[config.mk]
export PLATFORM = sky130hd
export DESIGN_NAME = exec_core
export DESIGN_NICKNAME = d
export VERILOG_FILES = /design/src/hdl/exec_pkg.sv /design/src/hdl/alu8.sv /design/src/hdl/exec_core.sv
export SDC_FILE = /design/constraint.sdc
export NUM_CORES = 1
export LEC_CHECK = 0
export BUFFER_PORTS_ARGS = -buffer_cell sky130_fd_sc_hd__buf_2
export CELL_PAD_IN_SITES_DETAIL_PLACEMENT = 1
export CELL_PAD_IN_SITES_GLOBAL_PLACEMENT = 2
export CORE_MARGIN = 4
export CORE_UTILIZATION = 45
export DETAILED_ROUTE_END_ITERATION = 16
export PLACE_DENSITY_LB_ADDON = 0.1
export SLEW_MARGIN = 30
export SYNTH_ARGS = -nofsm -noshare
export SYNTH_HDL_FRONTEND = slang
export SYNTH_SLANG_ARGS = --single-unit
[constraint.sdc]
create_clock -name sys_clk -period 14.4 [get_ports sys_clk]
set_input_delay 2.88 -clock sys_clk [delete_from_list [all_inputs] [get_ports sys_clk]]
set_output_delay 2.88 -clock sys_clk [all_outputs]
set_load 0.01 [all_outputs]
[src/hdl/exec_pkg.sv]
// Shared opcodes, status bit positions, reset values and cycle counts.
// Contract
// RQ1: Register add, with or without incoming carry, writes the sum, updates Z C N V H and takes one cycle.
// RQ2: Word add or subtract of a six-bit constant on a register pair updates Z C N V S and takes two cycles.
// RQ3: Subtract of a register or constant writes the difference, updates Z C N V H and takes one cycle.
// RQ4: Subtract with borrow of a register or constant writes the result, updates Z C N V H in one cycle.
// RQ5: AND, OR and XOR with a register or constant write the result, update only Z N V, in one cycle.
// RQ6: Set-mask-bits ORs a constant into the register, updates only Z N V, in one cycle.
// RQ7: Zero-or-minus check ANDs a register with itself, keeps its value, updates Z N V in one cycle.
// RQ8: Pointer jump loads the program counter from the pointer pair, keeps flags, takes two cycles.
// RQ9: Pointer call pushes the return point, loads the pointer pair into the counter, takes three cycles.
// RQ10: Equal-then-skip skips the next instruction when both registers match, keeping all flags.
// RQ11: Compares compute a difference without storing it and update Z N V C H in one cycle.
// RQ12: Register-bit skips test one bit of a register and skip when it has the wanted level.
// RQ13: I/O-bit skips test one bit of an I/O value and skip when it has the wanted level.
// RQ14: Status-bit branches jump to counter plus offset plus one when taken, one cycle untaken, two taken.
// RQ15: Branch-no-carry jumps relative only when carry is clear, keeps flags, one or two cycles.
// RQ16: A taken skip takes two cycles over a one-word and three over a two-word instruction, else one.
package exec_pkg;

  typedef enum logic [4:0] {
    OP_ADD         = 5'h00,
    OP_ADD_CARRY   = 5'h01,
    OP_WORD_SUM    = 5'h02,
    OP_SUB         = 5'h03,
    OP_IMM_DIFF    = 5'h04,
    OP_DIFF_BRW    = 5'h05,
    OP_IMM_DIFF_BRW = 5'h06,
    OP_WORD_DIFF   = 5'h07,
    OP_AND         = 5'h08,
    OP_MASK_IMM    = 5'h09,
    OP_OR          = 5'h0a,
    OP_MERGE_IMM   = 5'h0b,
    OP_EXCL_MERGE  = 5'h0c,
    OP_SET_MASK    = 5'h0d,
    OP_ZERO_MINUS  = 5'h0e,
    OP_PTR_JUMP    = 5'h0f,
    OP_PTR_CALL    = 5'h10,
    OP_EQUAL_SKIP  = 5'h11,
    OP_REG_CMP     = 5'h12,
    OP_CMP_BRW     = 5'h13,
    OP_IMM_CMP     = 5'h14,
    OP_SKIP_REG_LO = 5'h15,
    OP_SKIP_REG_HI = 5'h16,
    OP_SKIP_IO_LO  = 5'h17,
    OP_SKIP_IO_HI  = 5'h18,
    OP_BR_STAT_HI  = 5'h19,
    OP_BR_STAT_LO  = 5'h1a,
    OP_BR_NO_CARRY = 5'h1b
  } op_e;

  typedef enum logic [2:0] {
    ALU_ADD = 3'h0,
    ALU_SUB = 3'h1,
    ALU_AND = 3'h2,
    ALU_OR  = 3'h3,
    ALU_XOR = 3'h4
  } alu_e;

  // Status register bit positions.
  localparam int unsigned SR_C = 0;
  localparam int unsigned SR_Z = 1;
  localparam int unsigned SR_N = 2;
  localparam int unsigned SR_V = 3;
  localparam int unsigned SR_S = 4;
  localparam int unsigned SR_H = 5;

  localparam logic [7:0]  STATUS_REGISTER_RST   = 8'h00;
  localparam logic [15:0] PC_RST     = 16'h0000;
  localparam logic [7:0]  RF_RST     = 8'h00;
  localparam logic [4:0]  PTR_LO_IDX = 5'h1e;
  localparam logic [4:0]  PTR_HI_IDX = 5'h1f;

  // Extra stall cycles after the accepting edge (total cycles minus one).
  localparam logic [1:0] HOLD_ONE   = 2'h0;
  localparam logic [1:0] HOLD_TWO   = 2'h1;
  localparam logic [1:0] HOLD_THREE = 2'h2;

endpackage : exec_pkg

[src/hdl/alu8.sv]
// Eight-bit arithmetic and logic unit with flag generation.
`timescale 1ns/1ps
module alu8 (
  // Operands
  input  wire logic [7:0]   a,
  input  wire logic [7:0]   b,
  input  wire logic         cin,
  input  wire exec_pkg::alu_e kind,
  // Result and flags
  output logic [7:0]        res,
  output logic              c_out,
  output logic              z_out,
  output logic              n_out,
  output logic              v_out,
  output logic              h_out
);
  import exec_pkg::*;

  logic [8:0] wide;

  always_comb begin
    wide  = 9'h000;
    c_out = 1'b0;
    v_out = 1'b0;
    h_out = 1'b0;
    case (kind)
      ALU_ADD: begin
        wide  = {1'b0, a} + {1'b0, b} + {8'h00, cin};
        c_out = wide[8];
        v_out = (a[7] & b[7] & ~wide[7]) | (~a[7] & ~b[7] & wide[7]);
        h_out = (a[3] & b[3]) | (b[3] & ~wide[3]) | (~wide[3] & a[3]);
      end
      ALU_SUB: begin
        wide  = {1'b0, a} - {1'b0, b} - {8'h00, cin};
        c_out = wide[8];
        v_out = (a[7] & ~b[7] & ~wide[7]) | (~a[7] & b[7] & wide[7]);
        h_out = (~a[3] & b[3]) | (b[3] & wide[3]) | (wide[3] & ~a[3]);
      end
      // Logic results always clear overflow.
      ALU_AND: wide = {1'b0, a & b};
      ALU_OR:  wide = {1'b0, a | b};
      ALU_XOR: wide = {1'b0, a ^ b};
      default: wide = 9'h000;
    endcase
    res   = wide[7:0];
    z_out = (wide[7:0] == 8'h00);
    n_out = wide[7];
  end

endmodule : alu8

[src/hdl/exec_core.sv]
// Execution unit for arithmetic, logic, compare, skip and branch operations.
`timescale 1ns/1ps
module exec_core #(
  parameter int unsigned PC_W = 16
) (
  // Clock and reset
  input  wire logic               sys_clk,
  input  wire logic               rst_n,
  // Decoded instruction
  input  wire logic               instr_valid,
  output logic                    instr_ready,
  input  wire exec_pkg::op_e      instr_op,
  input  wire logic [4:0]         rd_idx,
  input  wire logic [4:0]         rr_idx,
  input  wire logic [7:0]         imm_k,
  input  wire logic [2:0]         bit_sel,
  input  wire logic [6:0]         br_offset,
  input  wire logic               next_two_word,
  input  wire logic [7:0]         io_value,
  // Register and status preload
  input  wire logic               rf_load_en,
  input  wire logic [4:0]         rf_load_idx,
  input  wire logic [7:0]         rf_load_data,
  input  wire logic               status_register_load_en,
  input  wire logic [7:0]         status_register_load_data,
  input  wire logic [4:0]         rf_peek_idx,
  output logic [7:0]              rf_peek_data,
  // Core state
  output logic [PC_W-1:0]         pc_out,
  output logic [7:0]              status_register_out,
  output logic                    stack_push,
  output logic [PC_W-1:0]         stack_data
);
  import exec_pkg::*;

  typedef enum logic [1:0] {
    ST_IDLE = 2'b01,
    ST_HOLD = 2'b10
  } state_e;

  state_e          state_r;
  logic [1:0]      hold_r;
  logic [7:0]      rf_r [32];
  logic [PC_W-1:0] pc_r;
  logic [7:0]      status_register_r;
  logic            push_r;
  logic [PC_W-1:0] push_data_r;
  logic [7:0]      peek_r;

  logic            accept;
  logic [7:0]      opa;
  logic [7:0]      opb;
  logic            alu_cin;
  alu_e            alu_kind;
  logic [7:0]      alu_res;
  logic            alu_c;
  logic            alu_z;
  logic            alu_n;
  logic            alu_v;
  logic            alu_h;
  logic [4:0]      pair_lo;
  logic [15:0]     pair_val;
  logic [15:0]     word_res;
  logic [15:0]     ptr_val;
  logic [PC_W-1:0] off_ext;
  logic            rf_we;
  logic            word_we;
  logic [7:0]      status_register_nxt;
  logic [PC_W-1:0] pc_nxt;
  logic [1:0]      hold_nxt;
  logic            skip;
  logic            take;

  function automatic logic is_imm(input op_e op);
    return op inside {OP_IMM_DIFF, OP_IMM_DIFF_BRW, OP_MASK_IMM,
                      OP_MERGE_IMM, OP_SET_MASK, OP_IMM_CMP};
  endfunction

  assign accept       = instr_valid && instr_ready;
  assign instr_ready  = (state_r == ST_IDLE);
  assign pc_out       = pc_r;
  assign status_register_out     = status_register_r;
  assign stack_push   = push_r;
  assign stack_data   = push_data_r;
  assign rf_peek_data = peek_r;

  assign opa      = rf_r[rd_idx];
  assign pair_lo  = {rd_idx[4:1], 1'b0};
  assign pair_val = {rf_r[pair_lo | 5'h01], rf_r[pair_lo]};
  assign ptr_val  = {rf_r[PTR_HI_IDX], rf_r[PTR_LO_IDX]};
  assign off_ext  = PC_W'({{(PC_W-7){br_offset[6]}}, br_offset});

  always_comb begin
    opb      = is_imm(instr_op) ? imm_k : rf_r[rr_idx];
    alu_cin  = 1'b0;
    alu_kind = ALU_SUB;
    case (instr_op)
      OP_ADD:        alu_kind = ALU_ADD;
      OP_ADD_CARRY: begin
        alu_kind = ALU_ADD;
        alu_cin  = status_register_r[SR_C];
      end
      OP_DIFF_BRW, OP_IMM_DIFF_BRW, OP_CMP_BRW: alu_cin = status_register_r[SR_C];
      OP_AND, OP_MASK_IMM: alu_kind = ALU_AND;
      OP_OR, OP_MERGE_IMM, OP_SET_MASK: alu_kind = ALU_OR;
      OP_EXCL_MERGE: alu_kind = ALU_XOR;
      OP_ZERO_MINUS: begin
        alu_kind = ALU_AND;
        opb      = opa;
      end
      default:       alu_kind = ALU_SUB;
    endcase
  end

  alu8 u_alu (
    .a     (opa),
    .b     (opb),
    .cin   (alu_cin),
    .kind  (alu_kind),
    .res   (alu_res),
    .c_out (alu_c),
    .z_out (alu_z),
    .n_out (alu_n),
    .v_out (alu_v),
    .h_out (alu_h)
  );

  always_comb begin
    word_res = (instr_op == OP_WORD_DIFF) ? pair_val - {10'h000, imm_k[5:0]}
                                          : pair_val + {10'h000, imm_k[5:0]};
    status_register_nxt = status_register_r;
    rf_we    = 1'b0;
    word_we  = 1'b0;
    hold_nxt = HOLD_ONE;
    pc_nxt   = pc_r + PC_W'(1);
    skip     = 1'b0;
    take     = 1'b0;
    case (instr_op)
      OP_ADD, OP_ADD_CARRY, OP_SUB, OP_IMM_DIFF, OP_DIFF_BRW,
      OP_IMM_DIFF_BRW, OP_REG_CMP, OP_CMP_BRW, OP_IMM_CMP: begin
        // Compares share the subtract path but never write back.
        rf_we = !(instr_op inside {OP_REG_CMP, OP_CMP_BRW, OP_IMM_CMP});
        status_register_nxt[SR_Z] = alu_z; // [RQ1] [RQ3] [RQ4] [RQ11]
        status_register_nxt[SR_C] = alu_c;
        status_register_nxt[SR_N] = alu_n;
        status_register_nxt[SR_V] = alu_v;
        status_register_nxt[SR_H] = alu_h;
      end
      OP_WORD_SUM, OP_WORD_DIFF: begin
        word_we  = 1'b1;
        hold_nxt = HOLD_TWO; // [RQ2]
        status_register_nxt[SR_Z] = (word_res == 16'h0000);
        status_register_nxt[SR_N] = word_res[15];
        if (instr_op == OP_WORD_SUM) begin
          status_register_nxt[SR_V] = ~pair_val[15] & word_res[15];
          status_register_nxt[SR_C] = ~word_res[15] & pair_val[15];
        end else begin
          status_register_nxt[SR_V] = pair_val[15] & ~word_res[15];
          status_register_nxt[SR_C] = word_res[15] & ~pair_val[15];
        end
        status_register_nxt[SR_S] = word_res[15] ^ status_register_nxt[SR_V];
      end
      OP_AND, OP_MASK_IMM, OP_OR, OP_MERGE_IMM, OP_EXCL_MERGE,
      OP_SET_MASK, OP_ZERO_MINUS: begin
        // The check leaves its register alone.
        rf_we = (instr_op != OP_ZERO_MINUS); // [RQ7]
        status_register_nxt[SR_Z] = alu_z; // [RQ5] [RQ6] [RQ7]
        status_register_nxt[SR_N] = alu_n;
        status_register_nxt[SR_V] = 1'b0;
      end
      OP_PTR_JUMP: begin
        pc_nxt   = PC_W'(ptr_val); // [RQ8]
        hold_nxt = HOLD_TWO;
      end
      OP_PTR_CALL: begin
        pc_nxt   = PC_W'(ptr_val); // [RQ9]
        hold_nxt = HOLD_THREE;
      end
      OP_EQUAL_SKIP:  skip = (opa == rf_r[rr_idx]); // [RQ10]
      OP_SKIP_REG_LO: skip = !rf_r[rr_idx][bit_sel]; // [RQ12]
      OP_SKIP_REG_HI: skip = rf_r[rr_idx][bit_sel];
      OP_SKIP_IO_LO:  skip = !io_value[bit_sel]; // [RQ13]
      OP_SKIP_IO_HI:  skip = io_value[bit_sel];
      OP_BR_STAT_HI:  take = status_register_r[bit_sel]; // [RQ14]
      OP_BR_STAT_LO:  take = !status_register_r[bit_sel];
      OP_BR_NO_CARRY: take = !status_register_r[SR_C]; // [RQ15]
      default:        take = 1'b0;
    endcase
    if (skip) begin
      // The decoder tells us how long the skipped instruction is.
      pc_nxt   = pc_r + (next_two_word ? PC_W'(3) : PC_W'(2)); // [RQ16]
      hold_nxt = next_two_word ? HOLD_THREE : HOLD_TWO;
    end
    if (take) begin
      pc_nxt   = pc_r + off_ext + PC_W'(1); // [RQ14] [RQ15]
      hold_nxt = HOLD_TWO;
    end
  end

  // Sequencer: all results commit on the accepting edge, then we stall.
  always_ff @(posedge sys_clk or negedge rst_n) begin
    if (!rst_n) begin
      state_r <= ST_IDLE;
      hold_r  <= HOLD_ONE;
    end else begin
      case (state_r)
        ST_IDLE: if (accept && hold_nxt != HOLD_ONE) begin
          state_r <= ST_HOLD;
          hold_r  <= hold_nxt;
        end
        ST_HOLD: begin
          hold_r <= hold_r - 2'h1;
          if (hold_r == HOLD_TWO)
            state_r <= ST_IDLE;
        end
        default: state_r <= ST_IDLE;
      endcase
    end
  end

  always_ff @(posedge sys_clk or negedge rst_n) begin
    if (!rst_n) begin
      pc_r   <= PC_W'(PC_RST);
      status_register_r <= STATUS_REGISTER_RST;
    end else begin
      if (accept)
        pc_r <= pc_nxt;
      if (accept)
        status_register_r <= status_register_nxt;
      else if (status_register_load_en)
        status_register_r <= status_register_load_data;
    end
  end

  // The return point is handed to the external stack as one pulse.
  always_ff @(posedge sys_clk or negedge rst_n) begin
    if (!rst_n) begin
      push_r      <= 1'b0;
      push_data_r <= '0;
    end else begin
      push_r <= accept && (instr_op == OP_PTR_CALL); // [RQ9]
      if (accept && (instr_op == OP_PTR_CALL))
        push_data_r <= pc_r + PC_W'(1);
    end
  end

  // Execution writes win over the preload port in the same cycle.
  always_ff @(posedge sys_clk or negedge rst_n) begin
    if (!rst_n) begin
      for (int i = 0; i < 32; i++)
        rf_r[i] <= RF_RST;
      peek_r <= RF_RST;
    end else begin
      peek_r <= rf_r[rf_peek_idx];
      if (rf_load_en)
        rf_r[rf_load_idx] <= rf_load_data;
      if (accept && rf_we)
        rf_r[rd_idx] <= alu_res; // [RQ1] [RQ3] [RQ4] [RQ5] [RQ6]
      if (accept && word_we) begin
        rf_r[pair_lo]         <= word_res[7:0]; // [RQ2]
        rf_r[pair_lo | 5'h01] <= word_res[15:8];
      end
    end
  end

  AST_ADD_ONE_CYCLE: assert property (@(posedge sys_clk) // [RQ1]
    disable iff (!rst_n)
    accept && instr_op inside {OP_ADD, OP_ADD_CARRY}
    |=> instr_ready && status_register_r[SR_C] == $past(alu_c))
    else $error("add did not finish in one cycle with its carry");

  AST_WORD_TWO_CYCLES: assert property (@(posedge sys_clk) // [RQ2]
    disable iff (!rst_n)
    accept && instr_op inside {OP_WORD_SUM, OP_WORD_DIFF}
    |=> !instr_ready ##1 instr_ready)
    else $error("word operation did not take two cycles");

  AST_SUB_ZERO: assert property (@(posedge sys_clk) // [RQ3]
    disable iff (!rst_n)
    accept && instr_op inside {OP_SUB, OP_IMM_DIFF}
    |=> instr_ready && status_register_r[SR_Z] == ($past(alu_res) == 8'h00))
    else $error("subtract zero flag or timing wrong");

  AST_BORROW_KEEPS_S: assert property (@(posedge sys_clk) // [RQ4]
    disable iff (!rst_n)
    accept && instr_op inside {OP_DIFF_BRW, OP_IMM_DIFF_BRW}
    |=> status_register_r[SR_S] == $past(status_register_r[SR_S]) && instr_ready)
    else $error("borrow subtract touched S or stalled");

  AST_LOGIC_FLAGS: assert property (@(posedge sys_clk) // [RQ5]
    disable iff (!rst_n)
    accept && instr_op inside {OP_AND, OP_OR, OP_EXCL_MERGE, OP_MASK_IMM}
    |=> !status_register_r[SR_V] && status_register_r[SR_C] == $past(status_register_r[SR_C]))
    else $error("logic operation flags wrong");

  AST_SET_MASK: assert property (@(posedge sys_clk) // [RQ6]
    disable iff (!rst_n)
    accept && instr_op == OP_SET_MASK
    |=> status_register_r[SR_H] == $past(status_register_r[SR_H])
        && status_register_r[SR_N] == $past(opa[7] | imm_k[7]))
    else $error("set mask bits flags wrong");

  AST_CHECK_NO_WRITE: assert property (@(posedge sys_clk) // [RQ7]
    disable iff (!rst_n)
    accept && instr_op == OP_ZERO_MINUS |-> !rf_we && alu_res == opa)
    else $error("zero or minus check altered its register");

  AST_PTR_JUMP: assert property (@(posedge sys_clk) // [RQ8]
    disable iff (!rst_n)
    accept && instr_op == OP_PTR_JUMP
    |=> pc_r == PC_W'($past(ptr_val)) && !instr_ready ##1 instr_ready)
    else $error("pointer jump target or timing wrong");

  AST_PTR_CALL: assert property (@(posedge sys_clk) // [RQ9]
    disable iff (!rst_n)
    accept && instr_op == OP_PTR_CALL
    |=> stack_push && stack_data == $past(pc_r) + PC_W'(1)
        ##0 !instr_ready[*2] ##1 instr_ready)
    else $error("pointer call push or timing wrong");

  AST_EQ_SKIP_FLAGS: assert property (@(posedge sys_clk) // [RQ10]
    disable iff (!rst_n)
    accept && instr_op == OP_EQUAL_SKIP |=> $stable(status_register_r))
    else $error("equal skip changed flags");

  AST_CMP_NO_WRITE: assert property (@(posedge sys_clk) // [RQ11]
    disable iff (!rst_n)
    accept && instr_op inside {OP_REG_CMP, OP_CMP_BRW, OP_IMM_CMP}
    |-> !rf_we ##1 instr_ready)
    else $error("compare wrote back or stalled");

  AST_REG_BIT_SKIP: assert property (@(posedge sys_clk) // [RQ12]
    disable iff (!rst_n)
    accept && instr_op == OP_SKIP_REG_HI && rf_r[rr_idx][bit_sel]
    && !next_two_word |=> pc_r == $past(pc_r) + PC_W'(2))
    else $error("register bit skip target wrong");

  AST_IO_BIT_SKIP: assert property (@(posedge sys_clk) // [RQ13]
    disable iff (!rst_n)
    accept && instr_op == OP_SKIP_IO_LO && io_value[bit_sel]
    |=> pc_r == $past(pc_r) + PC_W'(1) && instr_ready)
    else $error("untaken io skip not one cycle");

  AST_BRANCH_TAKEN: assert property (@(posedge sys_clk) // [RQ14]
    disable iff (!rst_n)
    accept && instr_op == OP_BR_STAT_HI && status_register_r[bit_sel]
    |=> pc_r == $past(pc_r) + $past(off_ext) + PC_W'(1)
        && !instr_ready ##1 instr_ready)
    else $error("taken status branch wrong");

  AST_NO_CARRY_UNTAKEN: assert property (@(posedge sys_clk) // [RQ15]
    disable iff (!rst_n)
    accept && instr_op == OP_BR_NO_CARRY && status_register_r[SR_C]
    |=> pc_r == $past(pc_r) + PC_W'(1) && instr_ready)
    else $error("branch on clear carry taken with carry set");

  AST_LONG_SKIP: assert property (@(posedge sys_clk) // [RQ16]
    disable iff (!rst_n)
    accept && skip && next_two_word
    |=> pc_r == $past(pc_r) + PC_W'(3) ##0 !instr_ready[*2] ##1 instr_ready)
    else $error("skip over two-word instruction wrong");

endmodule : exec_core

# Yosys cells after proc, flatten, opt, wreduce, memory -nomap -nowiden
# Index checks and enable logic that the tools add are counted.
# classes
eq_ne,42
n_lt_le_gt_ge,11
bitwise,41
reduce_logical,39
mux,71
addsub,11
# op_table
op,n
bitwise mux 256 bit,4
2-to-1 mux 256 bit,3
binary-select mux 8 bit (select 5 bit),5
demux 8 bit (select 5 bit),4
2-to-1 mux 8 bit,16
2-to-1 mux 16 bit,4
"== test 5 bit, second input constant",12
"== test 5 x 4 -> 1 bit, second input constant",8
case mux 8 bit (5 select lines),1
"greater-or-equal comparator 6 bit, second input constant",6
inverter 5 -> 6 bit,6
"adder 16 x 1 -> 16 bit, second input constant",2
"less-than comparator 6 x 1 -> 1 bit, second input constant",4
"== test 5 x 3 -> 1 bit, second input constant",4
adder 16 bit,1
adder 16 x 2 -> 16 bit,1
adder 16 x 6 -> 16 bit,1
bitwise AND 1 bit,16
zero test 16 bit,1
subtractor 16 x 6 -> 16 bit,1
AND reduction 2 bit,7
2-to-1 mux 2 bit,6
2-to-1 mux 6 bit,2
case mux 2 bit (2 select lines),3
45 further kinds,97
# totals
reg_bits,309
inputBits,73
word_cells,258
output_inout_bits,50

# Logic depth before layout (Yosys ltp)
# depth
ltp_word,15
ltp_mapped,25
depth_no_buf,22

# By module
# Synthesis repeated with hierarchy kept, for this count alone.
# unflattened
cells_unflattened,3120
area_unflattened_um2,29393.2
# modules_own_cells
mod,cells_per_inst,instances,area_per_inst_um2,seq_area_each_um2
exec_core,2935,1,27984.3,7733.7
alu8,185,1,1408.9,0.0

# Worst setup path after synthesis
# OpenSTA, ideal clock, no wires.
# synth_timing
path_type,input to register
start,input rd_idx[1]
end,register status_register_r[1] (netlist: status_register_out[1])
required_time_ns,14.305
cell_stages,22
setup_time_ns,0.095
arrival_ns,8.293
path_buffers,5
setup_slack_ns,6.011
cell_sequence,buf_2 buf_2 buf_2 buf_1 clkbuf_1 mux4_2 mux4_2 inv_1 ha_1 inv_1 fa_1 a21o_1 a21oi_1 o21bai_1 a21oi_1 o21ai_0 a21o_1 a311oi_1 nand4_1 nor4_1 a2bb2oi_1 o31ai_1
# synth_between
elab_chain_cells,11
word_cells_on_any_way,28
cone_classes,6 x add/sub; 14 x mux; 6 x bitwise; 2 x reduce/logical
# synth_rtl
item,line_no,text
from (decl),exec_core.sv:13,"input wire logic [4:0] rd_idx,"
inverter 5 -> 6 bit (implied by the code),exec_core.sv:87,assign opa = rf_r[rd_idx];
binary-select mux 8 bit (select 5 bit),exec_core.sv:87,
2-to-1 mux 8 bit (implied by the code) (2 in series),exec_core.sv:87,
2-to-1 mux 8 bit,exec_core.sv:97,case (instr_op)
subtractor 8 x 8 -> 9 bit / adder 8 x 8 -> 9 bit (equally long branches),"alu8.sv:34, alu8.sv:28",
subtractor 9 x 1 -> 9 bit / adder 9 x 1 -> 9 bit (equally long branches),"alu8.sv:34, alu8.sv:28",
case mux 8 bit (5 select lines),alu8.sv:26,case (kind)
zero test 8 bit,alu8.sv:46,z_out = (wide[7:0] == 8'h00);
case mux 3 bit (3 select lines) *,exec_core.sv:138,case (instr_op)
2-to-1 mux 6 bit *,exec_core.sv:228,if (accept)
to (signal assigned),exec_core.sv:229,status_register_r <= status_register_nxt;
to (signal assigned),exec_core.sv:231,status_register_r <= status_register_load_data;
to (decl),exec_core.sv:45,logic [7:0] status_register_r;
# Every way passes the cells marked *; elsewhere a longest branch is shown, timed or not. The select of a mux whose other input is x is not followed.
# A chain may end at the register's enable or synchronous reset.

# Final worst setup path
# layout_timing
start,input rd_idx[1]
end,register rf_r[255] (netlist name)
# layout_between
elab_chain_cells,13
word_cells_on_any_way,44
cone_classes,6 x add/sub; 6 x order compare; 23 x mux; 6 x bitwise; 3 x reduce/logical
# layout_rtl
item,line_no,text
inverter 5 -> 6 bit (implied by the code),"exec_core.sv:87, exec_core.sv:258",
binary-select mux 8 bit (select 5 bit),exec_core.sv:87,
2-to-1 mux 8 bit (implied by the code) (2 in series),exec_core.sv:87,
2-to-1 mux 8 bit,exec_core.sv:97,
subtractor 8 x 8 -> 9 bit / adder 8 x 8 -> 9 bit (equally long branches),"alu8.sv:34, alu8.sv:28",
subtractor 9 x 1 -> 9 bit / adder 9 x 1 -> 9 bit (equally long branches),"alu8.sv:34, alu8.sv:28",
case mux 8 bit (5 select lines),alu8.sv:26,
bitwise mux 256 bit,exec_core.sv:258,rf_r[rd_idx] <= alu_res;
2-to-1 mux 256 bit,exec_core.sv:257,if (accept && rf_we)
bitwise mux 256 bit,exec_core.sv:260,rf_r[pair_lo] <= word_res[7:0];
bitwise mux 256 bit,exec_core.sv:261,rf_r[pair_lo | 5'h01] <= word_res[15:8];
2-to-1 mux 256 bit *,exec_core.sv:259,if (accept && word_we) begin
"to (signal, indexed assignment)",exec_core.sv:258,
"to (signal, indexed assignment)",exec_core.sv:260,
"to (signal, indexed assignment)",exec_core.sv:261,
to (decl),exec_core.sv:43,logic [7:0] rf_r [32];
# Marks and branches as above.

==> impl_metrics.xml <==
<?xml version="1.0" encoding="UTF-8"?>
<metrics>
  <group name="status">
    <metric name="outcome" unit="">finished clean</metric>
  </group>
  <group name="clock_network">
    <metric name="clock_insertion_delay_worst_skew" unit="ns">0.59</metric>
    <metric name="cts_buffers" unit="">39</metric>
    <metric name="tritoncts" unit="">yes</metric>
    <metric name="clk_pin_slew_worst_paths" unit="ns">0.06</metric>
    <metric name="cts_setup_buffers" unit="">0</metric>
    <metric name="htree_levels" unit="">2</metric>
    <metric name="cts_hold_buf" unit="">0</metric>
    <metric name="cts_repair_resize_count" unit="">0</metric>
    <metric name="clock-root-buffer" unit="">sky130_fd_sc_hd__clkbuf_16</metric>
    <metric name="cts-root-to-sink-buffers" unit="">3</metric>
    <metric name="tritoncts_num_sinks" unit="">309</metric>
  </group>
  <group name="layout">
    <metric name="num-fill-cells" unit="">7241</metric>
    <metric name="multi_input_comb_area" unit="mm²">0.0208</metric>
    <metric name="final_nets" unit="">3196</metric>
    <metric name="fraction_of_final_layout_cells_sized_beyond_drive_strength_1" unit="">0.219</metric>
    <metric name="area.sequential" unit="mm²">0.00773</metric>
    <metric name="area.growth.synth_to_final" unit="%">9.93</metric>
  </group>
  <group name="flow_run">
    <metric name="drv_cap" unit="">0</metric>
  </group>
  <group name="placed_design">
    <metric name="io_buffer_count" unit="">122</metric>
    <metric name="globalplace.congestion" unit="">1.02</metric>
    <metric name="dp_hpwl" unit="mm">104</metric>
  </group>
  <group name="yosys">
    <metric name="post_synth_inst_count" unit="">3109</metric>
    <metric name="mapped_cell_area" unit="mm²">0.0296</metric>
    <metric name="part_of_the_yosys_area_used_for_sequential_elements" unit="">0.261</metric>
    <metric name="ys_async_sr_fraction" unit="">1.00</metric>
    <metric name="synth-seq-cells" unit="">309</metric>
    <metric name="synth.yosys.warnings" unit="">0</metric>
    <metric name="ys_dominant_reg_cell" unit="">sky130_fd_sc_hd__dfrtp_1</metric>
    <metric name="synth_enable_flop_cells" unit="">0</metric>
    <metric name="mean_area_per_synthesized_cell" unit="µm²">9.52</metric>
    <metric name="synth_fp_nets" unit="">3255</metric>
    <metric name="synthDistinctLibCells" unit="">76</metric>
  </group>
  <group name="floorplanning">
    <metric name="fp.dieArea" unit="mm²">0.0700</metric>
    <metric name="die_height" unit="µm">265</metric>
    <metric name="number_of_rows_in_the_core_area" unit="">93</metric>
    <metric name="initial_utilization" unit="">0.457</metric>
    <metric name="io_pins" unit="">123</metric>
    <metric name="core_footprint" unit="mm²">0.0648</metric>
    <metric name="horizontal_die_dimension" unit="µm">265</metric>
  </group>
  <group name="critical_path">
    <metric name="crit_path_max_incr_delay" unit="ns">0.85</metric>
    <metric name="critPathMostFrequentCell" unit="">sky130_fd_sc_hd__o21a_1</metric>
    <metric name="worst-setup-path-type" unit="">in2reg</metric>
    <metric name="timing.critical_path.from_type" unit="">input pin</metric>
    <metric name="end_kind" unit="">flop</metric>
    <metric name="crit_fanout" unit="">92</metric>
    <metric name="cp_data_required_time" unit="ns">14.81</metric>
    <metric name="critical-path-slowest-cell" unit="">sky130_fd_sc_hd__buf_4</metric>
    <metric name="critPathArrivalTime" unit="ns">9.79</metric>
    <metric name="crit_buf_inv" unit="">2</metric>
    <metric name="critical-path-top-delay-family" unit="">simple AND/OR/NAND/NOR gates</metric>
    <metric name="critical_path.cell_chain" unit="">clkbuf_8, buf_4, nand2_1, o22ai_1, nor3_1, or4b_2, or2_2, nand2_1, o21ai_0, ha_1, nor2b_1, o21ai_0, a21oi_1, o21a_1, o21a_1, o21a_1, or3_1, nand3_1, nand3_4, o22ai_1, a32oi_1</metric>
  </group>
  <group name="sta">
    <metric name="final_skew" unit="ns">0.0200</metric>
    <metric name="final.min_clock_period" unit="ns">9.38</metric>
    <metric name="drv_slew" unit="">0</metric>
    <metric name="setup-tns-final" unit="ns">0</metric>
    <metric name="setup-violations-final" unit="">0</metric>
    <metric name="final_hold_viol_count" unit="">0</metric>
    <metric name="fmaxAchievable" unit="GHz">0.107</metric>
    <metric name="slew-limit-headroom" unit="">0.263</metric>
    <metric name="tightestPinTransition" unit="ns">1.10</metric>
    <metric name="rsz0062_at_grt" unit="">no</metric>
    <metric name="timing.final.crit_share" unit="">0.652</metric>
  </group>
  <group name="power_and_ir_drop">
    <metric name="vdd_drop_max" unit="µV">92.7</metric>
    <metric name="finalPower" unit="mW">4.25</metric>
    <metric name="power_density" unit="mW/mm²">131</metric>
    <metric name="p_leak" unit="nW">12.4</metric>
  </group>
  <group name="routing">
    <metric name="wl" unit="mm">149</metric>
    <metric name="wl_per_cell" unit="µm">38.0</metric>
    <metric name="drt.antenna.violating_nets" unit="">0</metric>
    <metric name="routed_via_density" unit="">7.68</metric>
    <metric name="drt_pass1_iterations" unit="">6</metric>
    <metric name="routed-via-count" unit="">30200</metric>
    <metric name="drtIter0Drc" unit="">3754</metric>
    <metric name="remaining_drc_errors" unit="">0</metric>
  </group>
  <group name="global_route">
    <metric name="grt_pass1_vias" unit="">30400</metric>
    <metric name="pin_count_of_the_biggest_net_entering_global_routing" unit="">155</metric>
    <metric name="remaining_global_route_overflow" unit="">0</metric>
    <metric name="total_routing_usage_reported_by_global_routing" unit="">0.410</metric>
    <metric name="grt_first_pass_wirelength" unit="mm">215</metric>
    <metric name="antenna_found_initial" unit="">10</metric>
  </group>
  <group name="hold_path">
    <metric name="worst_hold_path_type" unit="">reg2reg</metric>
  </group>
</metrics>
==> flip-flops by register name, summed over array words and instances, names as in the netlist <==
| name | count |
|---|---|
| hold_r | 2 |
| pc_out | 16 |
| ptr_val | 16 |
| rf_peek_data | 8 |
| rf_r | 240 |
| stack_data | 16 |
| stack_push | 1 |
| state_r | 2 |
| status_register_out | 8 |
==> routing by layer <==
metal  part of all wire  GRT usage  vias to the layer above
li1                   -          -                    12000
met1               0.37      0.513                    15500
met2               0.44      0.633                     2088
met3               0.12      0.127                      624
met4              0.074      0.233                        6
met5            0.00027          0                        -
==> stage by stage <==
step / setup slack (ns) / util / instance area [µm²] / cells / hold slack [ns]
floorplan: 6.01 / - / 29600 / 3109 / 0.501
CTS: 4.57 / 0.501 / 32500 / 3930 / 0.489
detailed placement: 3.98 / 0.481 / 31200 / 3862 / 0.474
finish: 5.02 / 0.502 / 32600 / 3933 / 0.484
global placement: 4.26 / 0.479 / 31000 / 3857 / 0.456
global route: 4.58 / 0.502 / 32600 / 3932 / 0.516
==> cell families (layout without fill, tap and decap cells) <==
family / Yosys count / in the layout / share of synthesized area
compound gates: 870 / 870 / 0.202
simple gates: 798 / 798 / 0.122
mux: 634 / 634 / 0.315
buf+inv: 361 / 329 / 0.0486
flops: 309 / 309 / 0.261
fa+ha+maj: 73 / 73 / 0.0324
xor+xnor: 64 / 64 / 0.0189
other cells: 0 / 1 / 0
==> worst register-to-register path: stages, from the launching register on <==
cell                        delay [ns]
sky130_fd_sc_hd__dfrtp_1          0.50
sky130_fd_sc_hd__or3b_2           0.53
sky130_fd_sc_hd__o2111ai_1        0.14
sky130_fd_sc_hd__o31a_1           0.18
sky130_fd_sc_hd__or4b_2           0.74
sky130_fd_sc_hd__or2_2            0.40
sky130_fd_sc_hd__nand2_1          0.09
sky130_fd_sc_hd__o21ai_0          0.19
sky130_fd_sc_hd__ha_1             0.37
sky130_fd_sc_hd__nor2b_1          0.13
sky130_fd_sc_hd__o21ai_0          0.25
sky130_fd_sc_hd__a21oi_1          0.12
sky130_fd_sc_hd__o21a_1           0.19
sky130_fd_sc_hd__o21a_1           0.19
sky130_fd_sc_hd__o21a_1           0.18
sky130_fd_sc_hd__or3_1            0.35
sky130_fd_sc_hd__nand3_1          0.45
sky130_fd_sc_hd__nand3_4          0.56
sky130_fd_sc_hd__o22ai_1          0.41
sky130_fd_sc_hd__a32oi_1          0.09
==> final timing paths <==
| kind | start | end | slack (ns) | depth (start not counted) |
|---|---|---|---|---|
| max | rd_idx[1] | rf_r[255]$_DFF_PN0_ | 5.02 | 21 |
| min | stack_data[9]$_DFFE_PN0P_ | stack_data[9]$_DFFE_PN0P_ | 0.48 | 2 |
| max reg2reg | rf_r[113]$_DFF_PN0_ | rf_r[255]$_DFF_PN0_ | 8.17 | 19 |
| min reg2reg | stack_data[9]$_DFFE_PN0P_ | stack_data[9]$_DFFE_PN0P_ | 0.48 | 2 |
| max in group asynchronous | rst_n | rf_r[163]$_DFF_PN0_ | 10.56 | 3 |
| min in group asynchronous | rst_n | stack_data[11]$_DFFE_PN0P_ | 2.33 | 1 |
==> synth_stat cells, drive strengths merged (21+ instances only) <==
master / n / share of area
mux2i: 300 / 0.10
o221ai: 136 / 0.040
inv: 54 / 0.0068
o211ai: 68 / 0.017
a22o: 21 / 0.0062
o22ai: 194 / 0.041
nor3: 42 / 0.0071
xor2: 28 / 0.0083
nor2: 132 / 0.017
mux2: 106 / 0.040
dfrtp: 308 / 0.26
a21o: 27 / 0.0068
a22oi: 42 / 0.011
nand3: 82 / 0.014
mux4: 228 / 0.17
nand2: 389 / 0.049
buf: 74 / 0.012
o21ai: 147 / 0.025
ha: 67 / 0.028
clkbuf: 233 / 0.030
xnor2: 36 / 0.011
a21oi: 99 / 0.017
nor2b: 28 / 0.0059
==> area by class of cell <==
cell class | count | area share
multi-input combinational | 2439 | 0.640
sequential | 309 | 0.238
timing repair buffer | 207 | 0.0429
clock buffer | 58 | 0.0356
tap | 855 | 0.0329
inverter | 54 | 0.00623
clock inverter | 10 | 0.00446
antenna | 1 | 0.0000769
==> power breakdown <==
group / internal (mW) / total [mW] / switching [mW]
registers: 0.999 / 1.28 / 0.278
clock network: 0.610 / 1.04 / 0.430
logic: 0.701 / 1.93 / 1.23
total: 2.31 / 4.25 / 1.94
==> cells in the final DEF, fill, tap and decap left out, types with 99 or more instances in the layout <==
cell,count
sky130_fd_sc_hd__nand2_1,387
sky130_fd_sc_hd__dfrtp_1,308
sky130_fd_sc_hd__mux2i_1,300
sky130_fd_sc_hd__mux4_2,227
sky130_fd_sc_hd__o22ai_1,194
sky130_fd_sc_hd__o21ai_0,145
sky130_fd_sc_hd__o221ai_1,136
sky130_fd_sc_hd__nor2_1,113
sky130_fd_sc_hd__buf_2,112
sky130_fd_sc_hd__mux2_2,105
sky130_fd_sc_hd__a21oi_1,99
No activity file was read; power rests on OpenSTA's default activity.
